## config.mk

```make
export PLATFORM = sky130hd
export DESIGN_NAME = oscillator_clock_generation
export DESIGN_NICKNAME = d
export VERILOG_FILES = /design/src/hw/clkgen_pkg.sv /design/src/hw/clk_div_if.sv /design/src/hw/tick_divider.sv /design/src/hw/oscillator_clock_generation.sv
export VERILOG_INCLUDE_DIRS = /design/src /design/src/hw
export SDC_FILE = /design/constraint.sdc
export NUM_CORES = 1
export LEC_CHECK = 0
export ABC_AREA = 1
export BUFFER_PORTS_ARGS = -buffer_cell sky130_fd_sc_hd__clkbuf_2
export CAP_MARGIN = 20
export CORE_MARGIN = 2
export CORE_UTILIZATION = 41
export CTS_CLUSTER_DIAMETER = 150
export DETAILED_ROUTE_END_ITERATION = 12
export PLACE_DENSITY = 0.65
export REMOVE_ABC_BUFFERS = 1
export SYNTH_ARGS = -nofsm -noshare
export SYNTH_HDL_FRONTEND = slang
export SYNTH_SLANG_ARGS = --single-unit
```

## constraint.sdc

```tcl
create_clock -name pclk -period 5.5 [get_ports pclk]
set_input_delay 0 -clock pclk [delete_from_list [all_inputs] [get_ports pclk]]
set_output_delay 0 -clock pclk [all_outputs]
set_load 0.02 [all_outputs]
```

## src/hw/clkgen_map.svh

```systemverilog
// register map, field positions, reset values and counts of the clock block
// assumes a 32-bit apb register bus with byte addresses on paddr
`ifndef CLKGEN_MAP_SVH
`define CLKGEN_MAP_SVH

// register byte offsets
`define OSC_CTRL_OFS    8'h00
`define UNLOCK_KEY_OFS  8'h04
`define CONFIG_OFS      8'h08
`define STATUS_OFS      8'h0C

// unlock keys
`define KEY_FIRST       32'hAA996655
`define KEY_SECOND      32'h556699AA

// oscillator_control fields
`define OC_SWITCH       0
`define OC_XTAL_EN      1
`define OC_WAKE_EN      2
`define OC_USB_PLL_LOCKED        6
`define OC_NEXT_LSB     8
`define OC_CUR_LSB      12
`define OC_BUS_CLOCK_DIVIDER_LSB    19
`define OC_XREADY       22
`define OC_FAST_RC_DIVIDER_LSB   24

// configuration word fields
`define CF_FNOSC_LSB    0
`define CF_WDT_EN       3
`define CF_USB_PLL_IDIV_LSB 4
`define CF_USB_PLL_EN      7
`define CF_PLL_IDIV_LSB 8
`define CF_CKSM_LSB     14

// reset values
`define CONFIG_RST      32'h0000C007
`define NEXT_SRC_RST    3'h7
`define FAST_RC_DIVIDER_RST      3'h0
`define BUS_CLOCK_DIVIDER_RST       2'h0

// clock source codes
`define SRC_FRC         3'h0
`define SRC_FRC_PLL     3'h1
`define SRC_PRIMARY_CRYSTAL_OSC        3'h2
`define SRC_PRIMARY_CRYSTAL_OSC_PLL    3'h3
`define SRC_SLOW_INTERNAL_RC        3'h4
`define SRC_FRC_DIV     3'h7

// pll input divider code meaning divide by 2
`define PLL_IDIV_BY2    3'h1
// fail-safe monitor and two-speed codes of the switch/monitor field
`define CKSM_FAIL_SAFE_MONITOR_ON    2'h0
`define CKSM_ALL_OFF    2'h3

// timing counts
`define WARMUP_COUNT    11'h400
`define POWER_UP_TIMER_COUNT      32'h00000040
`define USB_PLL_LOCKED_COUNT     32'h00000080

`endif

```

## src/hw/clkgen_pkg.sv

```systemverilog
// types shared by the clock generation block
// assumes clkgen_map.svh carries the numeric constants
package clkgen_pkg;

  typedef enum logic [1:0] {SRC_BOOT, SRC_WAIT_PRIMARY_CRYSTAL_OSC, SRC_RUN} src_state_t;

  typedef enum logic [1:0] {KEY_LOCKED, KEY_HALF, KEY_OPEN} key_state_t;

  typedef enum logic [1:0] {USB_CLK_PRIMARY, USB_CLK_USB_PLL_DIV2,
                            USB_CLK_WAKE_RC} usb_clk_src_t;

endpackage : clkgen_pkg

```

## src/hw/clk_div_if.sv

```systemverilog
// carrier between the controller and a power-of-two tick divider
// assumes both ends run on the same clock
`timescale 1ns/1ps
interface clk_div_if;
  logic [3:0] shift;
  logic       tick;
  modport ctrl (output shift, input tick);
  modport div  (input shift, output tick);
endinterface : clk_div_if

```

## src/hw/tick_divider.sv

```systemverilog
// divide-by-2^shift tick generator, one pulse per period
// assumes shift is no larger than 8 and changes only from clocked logic
`timescale 1ns/1ps
module tick_divider #(
  parameter int CNT_W = 8
) (
  // clock and reset
  input wire logic  pclk,
  input wire logic  presetn,
  // divider control
  clk_div_if.div    dv
);
  logic [CNT_W-1:0] count_reg;
  logic [CNT_W-1:0] last;

  assign last = CNT_W'((9'h001 << dv.shift) - 9'h001);

  always_ff @(posedge pclk or negedge presetn)
  begin
    if (!presetn)
    begin
      count_reg <= '0;
      dv.tick   <= 1'b0;
    end
    else
    begin
      // a shrinking ratio must not strand the count above the new limit
      if (count_reg >= last)
      begin
        count_reg <= '0;
        dv.tick   <= 1'b1;
      end
      else
      begin
        count_reg <= count_reg + 1'b1;
        dv.tick   <= 1'b0;
      end
    end
  end
endmodule : tick_divider

```

## src/hw/oscillator_clock_generation.sv

```systemverilog
// oscillator control, source selection and clock dividers
// assumes pclk is the core system clock and pins are asynchronous to it
`timescale 1ns/1ps
`include "clkgen_map.svh"
module oscillator_clock_generation #(
  parameter int POWER_UP_TIMER_CYCLES  = `POWER_UP_TIMER_COUNT,
  parameter int USB_PLL_LOCKED_CYCLES = `USB_PLL_LOCKED_COUNT
) (
  // clock and reset
  input  wire logic                 pclk,
  input  wire logic                 presetn,
  // apb slave
  input  wire logic [7:0]           paddr,
  input  wire logic                 psel,
  input  wire logic                 penable,
  input  wire logic                 pwrite,
  input  wire logic [31:0]          pwdata,
  output logic      [31:0]          prdata,
  output logic                      pready,
  output logic                      pslverr,
  // asynchronous oscillator and system pins
  input  wire logic                 xtal_clk_in,
  input  wire logic                 primary_crystal_osc_stable_in,
  input  wire logic                 regulator_en_in,
  input  wire logic                 usb_suspend_in,
  input  wire logic                 sleep_exit_in,
  // core side
  input  wire logic                 pb_access,
  output logic                      cpu_stall,
  // clock steering
  output logic      [2:0]           sys_clk_src,
  output logic      [2:0]           pll_input_div,
  output logic                      fast_rc_tick,
  output logic                      pb_clk_en,
  output logic                      xtal_osc_run,
  output logic                      slow_rc_run,
  output clkgen_pkg::usb_clk_src_t  usb_clk_sel,
  output logic                      usb_pll_run,
  output logic      [2:0]           usb_pll_input_div
);
  import clkgen_pkg::*;

  // -------------------------------------------------------------------
  // helpers
  // -------------------------------------------------------------------
  function automatic logic [3:0] frc_shift(input logic [2:0] code);
    frc_shift = (code == 3'h7) ? 4'h8 : {1'b0, code};
  endfunction : frc_shift

  function automatic logic uses_pll(input logic [2:0] src);
    uses_pll = (src == `SRC_FRC_PLL) || (src == `SRC_PRIMARY_CRYSTAL_OSC_PLL);
  endfunction : uses_pll

  function automatic logic is_primary(input logic [2:0] src);
    is_primary = (src == `SRC_PRIMARY_CRYSTAL_OSC) || (src == `SRC_PRIMARY_CRYSTAL_OSC_PLL);
  endfunction : is_primary

  // -------------------------------------------------------------------
  // pin synchronisers
  // -------------------------------------------------------------------
  logic [4:0]        sync1_reg;
  logic [4:0]        sync2_reg;
  logic              xtal_d3_reg;
  logic              sleep_d3_reg;
  logic              xtal_edge;
  logic              sleep_exit;
  logic              primary_crystal_osc_ready;
  logic              regulator_en;
  logic              usb_suspend;

  always_ff @(posedge pclk or negedge presetn)
  begin
    if (!presetn)
    begin
      // strap reads as regulator on until synced, so the slow rc stays off
      sync1_reg    <= 5'h04;
      sync2_reg    <= 5'h04;
      xtal_d3_reg  <= 1'b0;
      sleep_d3_reg <= 1'b0;
    end
    else
    begin
      sync1_reg    <= {sleep_exit_in, usb_suspend_in, regulator_en_in,
                       primary_crystal_osc_stable_in, xtal_clk_in};
      sync2_reg    <= sync1_reg;
      xtal_d3_reg  <= sync2_reg[0];
      sleep_d3_reg <= sync2_reg[4];
    end
  end

  assign xtal_edge    = sync2_reg[0] & ~xtal_d3_reg;
  assign primary_crystal_osc_ready   = sync2_reg[1];
  assign regulator_en = sync2_reg[2];
  assign usb_suspend  = sync2_reg[3];
  assign sleep_exit   = sync2_reg[4] & ~sleep_d3_reg;

  // -------------------------------------------------------------------
  // registers and apb decode
  // -------------------------------------------------------------------
  logic              setup;
  logic              wr_done;
  logic              ctrl_wr;
  logic              key_wr;
  logic              cfg_wr;
  logic              mapped;
  logic [31:0]       rd_mux;
  key_state_t        key_reg;
  logic              switch_reg;
  logic              xtal_en_reg;
  logic              wake_en_reg;
  logic [2:0]        next_src_reg;
  logic [1:0]        bus_clock_divider_reg;
  logic [2:0]        fast_rc_divider_reg;
  logic [31:0]       config_reg;
  logic [2:0]        cur_src_reg;
  logic              xready_reg;
  logic              usb_pll_locked_reg;
  logic              power_up_timer_done_reg;
  logic [1:0]        cksm;
  logic              two_speed_en;
  logic              switch_en;

  assign setup   = psel & ~penable;
  assign wr_done = psel & penable & pready & pwrite;
  assign mapped  = (paddr == `OSC_CTRL_OFS) || (paddr == `UNLOCK_KEY_OFS) ||
                   (paddr == `CONFIG_OFS) || (paddr == `STATUS_OFS);
  assign ctrl_wr = wr_done && paddr == `OSC_CTRL_OFS
                   && key_reg == KEY_OPEN;
  assign key_wr  = wr_done && paddr == `UNLOCK_KEY_OFS;
  assign cfg_wr  = wr_done && paddr == `CONFIG_OFS;

  assign cksm         = config_reg[`CF_CKSM_LSB +: 2];
  assign switch_en    = ~cksm[1];
  assign two_speed_en = (cksm != `CKSM_ALL_OFF);

  always_comb
  begin
    rd_mux = 32'h0000_0000;
    case (paddr)
      `OSC_CTRL_OFS:
      begin
        rd_mux[`OC_SWITCH]         = switch_reg;
        rd_mux[`OC_XTAL_EN]        = xtal_en_reg;
        rd_mux[`OC_WAKE_EN]        = wake_en_reg;
        rd_mux[`OC_USB_PLL_LOCKED]          = usb_pll_locked_reg;
        rd_mux[`OC_NEXT_LSB +: 3]  = next_src_reg;
        rd_mux[`OC_CUR_LSB +: 3]   = cur_src_reg;
        rd_mux[`OC_BUS_CLOCK_DIVIDER_LSB +: 2] = bus_clock_divider_reg;
        rd_mux[`OC_XREADY]         = xready_reg;
        rd_mux[`OC_FAST_RC_DIVIDER_LSB +: 3] = fast_rc_divider_reg;
      end
      `CONFIG_OFS:
        rd_mux = config_reg;
      `STATUS_OFS:
        rd_mux = {28'h0000000, key_reg == KEY_OPEN, primary_crystal_osc_ready,
                  power_up_timer_done_reg, slow_rc_run};
      default:
        rd_mux = 32'h0000_0000;
    endcase
  end

  // zero wait states: pready rises for the access phase of every transfer
  always_ff @(posedge pclk or negedge presetn)
  begin
    if (!presetn)
    begin
      pready  <= 1'b0;
      pslverr <= 1'b0;
      prdata  <= 32'h0000_0000;
    end
    else
    begin
      pready  <= setup;
      pslverr <= setup & ~mapped;
      if (setup && !pwrite)
        prdata <= rd_mux;
    end
  end

  // -------------------------------------------------------------------
  // unlock sequence
  // -------------------------------------------------------------------
  always_ff @(posedge pclk or negedge presetn)
  begin
    if (!presetn)
      key_reg <= KEY_LOCKED;
    else if (key_wr)
    begin
      if (key_reg == KEY_LOCKED && pwdata == `KEY_FIRST)
        key_reg <= KEY_HALF;
      else if (key_reg == KEY_HALF && pwdata == `KEY_SECOND)
        key_reg <= KEY_OPEN;
      else
        key_reg <= KEY_LOCKED;
    end
  end

  // -------------------------------------------------------------------
  // software control fields
  // -------------------------------------------------------------------
  always_ff @(posedge pclk or negedge presetn)
  begin
    if (!presetn)
    begin
      xtal_en_reg  <= 1'b0;
      wake_en_reg  <= 1'b0;
      next_src_reg <= `NEXT_SRC_RST;
      bus_clock_divider_reg    <= `BUS_CLOCK_DIVIDER_RST;
      fast_rc_divider_reg   <= `FAST_RC_DIVIDER_RST;
    end
    else if (ctrl_wr)
    begin
      xtal_en_reg  <= pwdata[`OC_XTAL_EN];
      wake_en_reg  <= pwdata[`OC_WAKE_EN];
      next_src_reg <= pwdata[`OC_NEXT_LSB +: 3];
      bus_clock_divider_reg    <= pwdata[`OC_BUS_CLOCK_DIVIDER_LSB +: 2];
      fast_rc_divider_reg   <= pwdata[`OC_FAST_RC_DIVIDER_LSB +: 3];
    end
  end

  always_ff @(posedge pclk or negedge presetn)
  begin
    if (!presetn)
      config_reg <= `CONFIG_RST;
    else if (cfg_wr)
      config_reg <= pwdata;
  end

  // -------------------------------------------------------------------
  // current source: two-speed start and software switch
  // -------------------------------------------------------------------
  src_state_t        src_state_reg;
  logic [2:0]        boot_src;

  assign boot_src = config_reg[`CF_FNOSC_LSB +: 3];

  always_ff @(posedge pclk or negedge presetn)
  begin
    if (!presetn)
    begin
      src_state_reg <= SRC_BOOT;
      cur_src_reg   <= `SRC_FRC;
      switch_reg    <= 1'b0;
    end
    else if (sleep_exit)
    begin
      src_state_reg <= SRC_BOOT;
      switch_reg    <= 1'b0;
    end
    else
    begin
      case (src_state_reg)
        SRC_BOOT:
        begin
          // fast rc carries the core while the crystal settles
          if (two_speed_en && is_primary(boot_src) && !primary_crystal_osc_ready)
          begin
            cur_src_reg   <= `SRC_FRC;
            src_state_reg <= SRC_WAIT_PRIMARY_CRYSTAL_OSC;
          end
          else
          begin
            cur_src_reg   <= boot_src;
            src_state_reg <= SRC_RUN;
          end
        end
        SRC_WAIT_PRIMARY_CRYSTAL_OSC:
          if (primary_crystal_osc_ready)
          begin
            cur_src_reg   <= boot_src;
            src_state_reg <= SRC_RUN;
          end
        SRC_RUN:
          // switch waits for a stable crystal when one is the target
          if (ctrl_wr && pwdata[`OC_SWITCH] && switch_en)
            switch_reg <= 1'b1;
          else if (switch_reg &&
                   (!is_primary(next_src_reg) || primary_crystal_osc_ready))
          begin
            cur_src_reg <= next_src_reg;
            switch_reg  <= 1'b0;
          end
        default:
          src_state_reg <= SRC_BOOT;
      endcase
    end
  end

  always_ff @(posedge pclk or negedge presetn)
  begin
    if (!presetn)
    begin
      sys_clk_src   <= `SRC_FRC;
      pll_input_div <= `PLL_IDIV_BY2;
    end
    else
    begin
      sys_clk_src <= cur_src_reg;
      if (cur_src_reg == `SRC_FRC_PLL)
        pll_input_div <= `PLL_IDIV_BY2;
      else
        pll_input_div <= config_reg[`CF_PLL_IDIV_LSB +: 3];
    end
  end

  // -------------------------------------------------------------------
  // low-power crystal oscillator
  // -------------------------------------------------------------------
  logic [10:0]       warm_cnt_reg;

  always_ff @(posedge pclk or negedge presetn)
  begin
    if (!presetn)
    begin
      warm_cnt_reg <= 11'h000;
      xready_reg   <= 1'b0;
      xtal_osc_run <= 1'b0;
    end
    else
    begin
      xtal_osc_run <= xtal_en_reg;
      if (!xtal_en_reg)
      begin
        warm_cnt_reg <= 11'h000;
        xready_reg   <= 1'b0;
      end
      else if (warm_cnt_reg == `WARMUP_COUNT)
        xready_reg <= 1'b1;
      else if (xtal_edge)
        warm_cnt_reg <= warm_cnt_reg + 11'h001;
    end
  end

  // -------------------------------------------------------------------
  // slow rc and power-up timer
  // -------------------------------------------------------------------
  logic [31:0]       power_up_timer_cnt_reg;

  always_ff @(posedge pclk or negedge presetn)
  begin
    if (!presetn)
    begin
      power_up_timer_cnt_reg  <= 32'h0000_0000;
      power_up_timer_done_reg <= 1'b0;
      slow_rc_run   <= 1'b0;
    end
    else if (!power_up_timer_done_reg)
    begin
      slow_rc_run <= ~regulator_en;
      if (power_up_timer_cnt_reg == 32'(POWER_UP_TIMER_CYCLES - 1))
        power_up_timer_done_reg <= 1'b1;
      else
        power_up_timer_cnt_reg <= power_up_timer_cnt_reg + 32'h0000_0001;
    end
    else
      slow_rc_run <= (cksm == `CKSM_FAIL_SAFE_MONITOR_ON)
                     | config_reg[`CF_WDT_EN]
                     | (cur_src_reg == `SRC_SLOW_INTERNAL_RC);
  end

  // -------------------------------------------------------------------
  // dividers: fast rc postscaler and peripheral bus clock
  // -------------------------------------------------------------------
  clk_div_if frc_if ();
  clk_div_if pb_if ();

  assign frc_if.shift = frc_shift(fast_rc_divider_reg);
  assign pb_if.shift  = {2'b00, bus_clock_divider_reg};

  tick_divider #(.CNT_W(8)) u_frc_div (
    .pclk    (pclk),
    .presetn (presetn),
    .dv      (frc_if)
  );

  tick_divider #(.CNT_W(8)) u_pb_div (
    .pclk    (pclk),
    .presetn (presetn),
    .dv      (pb_if)
  );

  // of the core-side logic only the bus stall below looks at the bus divider
  assign fast_rc_tick = frc_if.tick;
  assign pb_clk_en    = pb_if.tick;

  // -------------------------------------------------------------------
  // back-to-back bus stall
  // -------------------------------------------------------------------
  logic              pb_busy_reg;

  always_ff @(posedge pclk or negedge presetn)
  begin
    if (!presetn)
    begin
      pb_busy_reg <= 1'b0;
      cpu_stall   <= 1'b0;
    end
    else
    begin
      // the pending access completes on the next bus clock enable
      if (pb_access && bus_clock_divider_reg != 2'h0)
        pb_busy_reg <= 1'b1;
      else if (pb_if.tick)
        pb_busy_reg <= 1'b0;
      cpu_stall <= pb_busy_reg & pb_access & ~pb_if.tick;
    end
  end

  // -------------------------------------------------------------------
  // usb clock and usb pll lock
  // -------------------------------------------------------------------
  logic [31:0]       usb_pll_locked_cnt_reg;
  logic              usb_pll_en;

  assign usb_pll_en = config_reg[`CF_USB_PLL_EN];

  always_ff @(posedge pclk or negedge presetn)
  begin
    if (!presetn)
    begin
      usb_pll_locked_cnt_reg <= 32'h0000_0000;
      usb_pll_locked_reg     <= 1'b0;
    end
    else if (!usb_pll_en || !uses_pll(cur_src_reg))
    begin
      usb_pll_locked_cnt_reg <= 32'h0000_0000;
      usb_pll_locked_reg     <= 1'b0;
    end
    else if (usb_pll_locked_cnt_reg == 32'(USB_PLL_LOCKED_CYCLES - 1))
      usb_pll_locked_reg <= 1'b1;
    else
      usb_pll_locked_cnt_reg <= usb_pll_locked_cnt_reg + 32'h0000_0001;
  end

  always_ff @(posedge pclk or negedge presetn)
  begin
    if (!presetn)
    begin
      usb_clk_sel       <= USB_CLK_PRIMARY;
      usb_pll_run       <= 1'b0;
      usb_pll_input_div <= 3'h0;
    end
    else
    begin
      usb_pll_run       <= usb_pll_en;
      usb_pll_input_div <= config_reg[`CF_USB_PLL_IDIV_LSB +: 3];
      if (usb_suspend && wake_en_reg)
        usb_clk_sel <= USB_CLK_WAKE_RC;
      else if (usb_pll_en)
        usb_clk_sel <= USB_CLK_USB_PLL_DIV2;
      else
        usb_clk_sel <= USB_CLK_PRIMARY;
    end
  end

endmodule : oscillator_clock_generation

```

# After elaboration in Yosys (flattened, before gate mapping)
# Index checks and enable logic that the tools add are counted.
dict set report word_totals {
  inputBits 51
  word_cells 191
  register_bits 208
  output_inout_bits 51
}
dict set report op_classes {
  n_eq_ne 30
  shifts 2
  magnitude_cmp 2
  n_reduce_logical 42
  n_addsub 7
  muxes 51
  bitwise_logic 21
}
# operator count
set ops {}
lappend ops {{adder 32 x 1 -> 32 bit (second input constant)} 2}
lappend ops {{2-to-1 mux 32 bit} 2}
lappend ops {{2-to-1 mux 11 bit} 3}
lappend ops {{== test 32 x 31 -> 1 bit (second input constant)} 1}
lappend ops {{== test 32 bit (second input constant)} 1}
lappend ops {{== test 32 x 6 -> 1 bit (second input constant)} 1}
lappend ops {{== test 32 x 7 -> 1 bit (second input constant)} 1}
lappend ops {{one-hot mux 3 bit (2 select lines)} 4}
lappend ops {{2-to-1 mux 1 bit} 20}
lappend ops {{one-hot mux 3 bit (3 select lines)} 2}
lappend ops {{adder 8 x 1 -> 8 bit (second input constant)} 2}
lappend ops {{== test 8 x 4 -> 1 bit (second input constant)} 2}
lappend ops {{>= comparator 8 bit} 2}
lappend ops {{2-to-1 mux 8 bit} 2}
lappend ops {{inequality test 2 bit (second input constant)} 8}
lappend ops {{subtractor 8 x 1 -> 8 bit (second input constant)} 2}
lappend ops {{== test 3 x 2 -> 1 bit (second input constant)} 5}
lappend ops {{2-to-1 mux 3 bit} 5}
lappend ops {{logical AND 1 bit} 14}
lappend ops {{2-to-1 mux 2 bit} 6}
lappend ops {{adder 11 x 1 -> 11 bit (second input constant)} 1}
lappend ops {{== test 11 bit (second input constant)} 1}
lappend ops {{inverter 1 bit} 10}
lappend ops {{bitwise AND 1 bit} 9}
lappend ops {{23 further kinds} 49}

# Logic depth before layout (Yosys ltp)
dict set report logic_depth {
  word_depth 10
  ltp_mapped 10
  mapped_depth_nobuf 10
}

# Modules after synthesis
# From an unflattened synthesis, not the netlist that was laid out.
dict set report hier_totals {
  cells_unflattened 1551
  area_unflattened_um2 11280.8
}
# module area_each_um2 n_inst cells_each seq_area_each_um2
set modules_own_cells {}
lappend modules_own_cells {oscillator_clock_generation 9877.0 1 1367 4768.3}
lappend modules_own_cells {tick_divider 701.9 2 92 225.2}

# Worst setup path before layout
# Ideal clock, no wire load.
dict set report synth_timing {
  kind {reg-to-reg}
  start {register fast_rc_divider_reg[1]}
  end {register u_frc_div.count_reg[0]}
  period_less_slack_ns 1.770
  required_time_ns 5.423
  setup_time_ns 0.077
  t_arrival_ns 1.693
  path_stages_with_launch 9
  n_path_buf 1
  path_slack_ns 3.730
  path_cell_list {dfrtp_1 -> clkbuf_1 -> o21ai_0 -> o21bai_1 -> ha_1 -> a21oi_1 -> o21a_1 -> nand3_1 -> nor2_1}
}
dict set report synth_via {
  elab_chain_cells 6
}
# item line
set synth_rtl {}
lappend synth_rtl {{from (decl)} oscillator_clock_generation.sv:113} ;# logic [2:0] fast_rc_divider_reg;
lappend synth_rtl {{from (signal assigned)} oscillator_clock_generation.sv:209} ;# fast_rc_divider_reg <= `FAST_RC_DIVIDER_RST;
lappend synth_rtl {{from (signal assigned)} oscillator_clock_generation.sv:217} ;# fast_rc_divider_reg <= pwdata[`OC_FAST_RC_DIVIDER_LSB +: 3];
lappend synth_rtl {{== test 3 bit} oscillator_clock_generation.sv:47} ;# frc_shift = (code == 3'h7) ? 4'h8 : {1'b0, code};
lappend synth_rtl {{2-to-1 mux 4 bit *} oscillator_clock_generation.sv:47}
lappend synth_rtl {{<< shifter 1 x 4 -> 8 bit *} tick_divider.sv:16} ;# assign last = CNT_W'((9'h001 << dv.shift) - 9'h001);
lappend synth_rtl {{subtractor 8 x 1 -> 8 bit *} tick_divider.sv:16}
lappend synth_rtl {{>= comparator 8 bit *} tick_divider.sv:28} ;# if (count_reg >= last)
lappend synth_rtl {{2-to-1 mux 8 bit *} tick_divider.sv:28}
lappend synth_rtl {{to (signal assigned)} tick_divider.sv:35} ;# count_reg <= count_reg + 1'b1;
lappend synth_rtl {{to (decl)} tick_divider.sv:13} ;# logic [CNT_W-1:0] count_reg;
# Mark *: on every way between the ends. The rest lies on a longest branch, timed or not.
# A chain may end at the register's enable or synchronous reset.

# Final worst setup path
dict set report layout_timing {
  start {register cur_src_reg[2]}
  end {register usb_pll_locked_cnt_reg[7]}
}
dict set report layout_via {
  elab_chain_cells 5
  elab_cells_between_ends 7
  cone_classes {eq/ne: 3; mux: 1; reduce/logical: 3}
}
# item line
set layout_rtl {}
lappend layout_rtl {{from (decl)} oscillator_clock_generation.sv:115} ;# logic [2:0] cur_src_reg;
lappend layout_rtl {{from (signal assigned)} oscillator_clock_generation.sv:242} ;# cur_src_reg <= `SRC_FRC;
lappend layout_rtl {{from (signal assigned)} oscillator_clock_generation.sv:258} ;# cur_src_reg <= `SRC_FRC;
lappend layout_rtl {{from (signal assigned)} oscillator_clock_generation.sv:263} ;# cur_src_reg <= boot_src;
lappend layout_rtl {{== test 3 x 1 -> 1 bit (no line) or == test 3 x 2 -> 1 bit (tied branches)} --}
lappend layout_rtl {{logical OR 1 bit *} oscillator_clock_generation.sv:51} ;# uses_pll = (src == `SRC_FRC_PLL) || (src == `SRC_PRIMARY_CRYSTAL_OSC_PLL);
lappend layout_rtl {{zero test 1 bit *} oscillator_clock_generation.sv:424} ;# else if (!usb_pll_en || !uses_pll(cur_src_reg))
lappend layout_rtl {{logical OR 1 bit *} oscillator_clock_generation.sv:424}
lappend layout_rtl {{inequality test 2 bit (no line) or 2-to-1 mux 32 bit (tied branches)} --}
lappend layout_rtl {{to (signal assigned)} oscillator_clock_generation.sv:432} ;# usb_pll_locked_cnt_reg <= usb_pll_locked_cnt_reg + 32'h0000_0001;
lappend layout_rtl {{to (decl)} oscillator_clock_generation.sv:412} ;# logic [31:0] usb_pll_locked_cnt_reg;
# Marks and branches as above.

==> flow_summary.yaml <==
final_layout:
  drive_above_1_share: 0.113
  layout.nets: 1665
  antenna_cells: 0
  syn_to_final_growth_pct: 20.1
  final_util: 0.498
yosys:
  synth_top_family_by_area: "simple AND/OR/NAND/NOR gates"
  syn_area_sq_um: 10700
  synthMuxAreaShare: 0
  yosysMostFrequentCell: "nand2_1"
  synth-adder-area-share: 0.0245
  synth-edff-count: 0
  synth-xor-area-share: 0.0212
  ys_ff_latch: 208
  synthSimpleGateAreaFrac: 0.350
  synth_area_per_cell_sq_um: 7.42
  synth_compound_area_frac: 0.0562
  synth_cell_types: 43
  synthTopCellsByCount: "nand2_1, nor2_1, dfrtp_1"
  synth.largest_area_cell: "dfrtp_1"
  synth_top_cell_area_share: 0.460
  ys_warn_count: 0
  syn_inst: 1445
  netlist_top_cells_area: "dfrtp_1, nand2_1, nor2_1, inv_1, nand3_1"
  synth-seq-area-share: 0.487
  ys.flop_type: "dfrtp_1"
  ys_async_sr_fraction: 1.00
global_route:
  antenna_found_initial: 0
  grt_pass1_wl_microns: 44800
  grt_max_degree: 110
  gr-total-overflow: 0
  grt_usage: 0.194
  grt_pass1_vias: 9144
cts:
  cts_resized: 0
  clockBufferDepth: 3
  cts_buffers: 24
  clkSinkCount: 208
  root_buffer: "clkbuf_16"
  path_clk_slew_ns: 0.06
  postCtsSetupRepairBufs: 0
  clock_latency_ns: 0.52
  cts_htree_levels: 1
  holdBufCountCts: 44
  cts_tree: "built"
placement:
  pre_cts_slack_ns: 3.16
  io_buffers: 101
  dp_hpwl_microns: 18600
  finalWeightedCongestion: 0.863
sta:
  min_period_ns: 2.34
  max_freq_mhz: 427
  period_share: 0.426
  finalSetupViolCount: 0
  slew_violations: 0
  rsz0062_at_grt: "false"
  max-slew-margin-rel: 0.341
  timing.final.ws_setup_ns: 3.16
  tns_ns: 0
  worst_pin_slew_ns: 0.987
  hold_viol_final: 0
  clock_skew_ns: 0.00764
setup_path:
  path_class: "reg -> reg"
  start_kind: "flop"
  reg2regPathDepth: 6
  path_buf_inv: 3
  r2r_end: "usb_pll_locked_cnt_reg[7]"
  cp_top_family: "simple AND/OR/NAND/NOR gates"
  cpMostUsedCell: "inv_1"
  crit_required_ns: 5.91
  crit_start: "cur_src_reg[2]"
  r2r_start: "cur_src_reg[2]"
  cp_cell_sequence: "inv_1 -> nand3_1 -> inv_1 -> nand2_1 -> nand2_1 -> inv_1"
  cp_slowest_cell: "inv_1"
  slowest_delay_ns: 0.72
  cp_max_fo: 20
  r2r_slack_ns: 3.16
  endpoint_kind: "flop"
  worstPathArrival_ns: 2.76
detailed_routing:
  wl_met1_microns: 12600
  topRoutingLayerUsed: "met4"
  ant_nets: 0
  drt-total-wl_microns: 26500
  dr_wl_met2_microns: 12200
  wl_met3_microns: 904
  drt-pass1-iter-count: 5
  drt_iter0_drc: 576
  num_vias: 9373
  viasPerCell: 4.82
  route.detailed.drc: 0
  post_drt_wl_per_cell_microns: 13.6
floorplan:
  start_util: 0.415
  core_sq_um: 25800
  die_h_microns: 166
  dieWidth_microns: 166
  num_rows: 59
  ios: 102
  dieArea_sq_um: 27500
power_and_ir_drop:
  cellLeakagePower_nw: 6.29
  ir_drop_mv: 0.241
  p_per_area_nw_per_um2: 274
job:
  cap_violations: 0
min_path:
  hp-class: "in -> reg"
  hold_start: "pwrite"
  holdPathStages: 5
  min_to: "key_reg[0]"
outcome:
  status: "finished clean"
[kinds of logic (layout without fill, tap and decap cells)]
group           Yosys count  in the layout
compound gates          104            104
xor+xnor                 26             26
fa+ha+maj                21             21
buf+inv                 159            322
flops                   208            208
other cells               1              4
simple gates            926            926
[layout make-up]
type,count,area (sq um)
inverter,129,487
clock buffer,32,682
multi-input combinational,1081,4860
clock inverter,12,225
sequential,208,5220
timing repair buffer,149,986
tap,335,419
fill,2533,13000
[worst reg2reg max path: cells and delay by family (launching register included)]
| kind | cells | cell delay [ns] |
|---|---|---|
| simple gates | 3 | 0.94 |
| flops | 1 | 0.43 |
| buf+inv | 3 | 0.87 |
[how the worst max path moves through the flow]
stage          slack, ns                         end  depth (start not counted)
6_report            3.16   usb_pll_locked_cnt_reg[7]                          6
5_1_grt             2.90   usb_pll_locked_cnt_reg[7]                          6
4_1_cts             3.12   usb_pll_locked_cnt_reg[7]                          6
3_5_place_dp        3.16   usb_pll_locked_cnt_reg[0]                          6
3_3_place_gp        3.24   usb_pll_locked_cnt_reg[7]                          6
2_1_floorplan       3.60  power_up_timer_cnt_reg[10]                          8
[metrics by stage]
stage                     hold slack [ns]  instance area [sq um]  instances  power, mW
final                             0.00765                  12900       1946       3.53
after global routing               0.0682                  12900       1946       3.65
after CTS                          0.0171                  12900       1946       3.57
after detailed placement            0.109                  11500       1858       1.73
after global placement             0.0952                  11500       1858       1.72
after floorplan                    -0.296                  10600       1418       1.65
[power by group]
| group | switching [mW] | internal (mW) | total [mW] |
|---|---|---|---|
| Clock | 0.651 | 1.16 | 1.81 |
| Combinational | 0.109 | 0.0625 | 0.171 |
| Sequential | 0.00709 | 1.54 | 1.55 |
[metal layers]
| metal | vias to the layer above | global-route usage |
|---|---|---|
| li1 | 4818 | - |
| met1 | 4308 | 0.268 |
| met2 | 187 | 0.316 |
| met3 | 60 | 0.0272 |
| met4 | 0 | 0.0643 |
| met5 | - | 0 |
[layout by cell type, fill, tap and decap left out, drive strengths merged, types with 2 or more instances in the layout]
cell	instances
a21boi	2
a21o	2
a21oi	16
a22oi	2
buf	5
bufinv	6
clkbuf	132
clkinv	2
clkinvlp	3
conb	4
dfrtp	197
dfstp	11
dlygate4sd3	44
ha	21
inv	130
nand2	564
nand3	96
nand3b	4
nand4	19
nor2	217
nor3	16
o21a	3
o21ai	69
o21bai	3
o22ai	2
o31ai	2
or2	7
xnor2	12
xor2	14
Note: power is estimated with default switching activity, not from simulation.
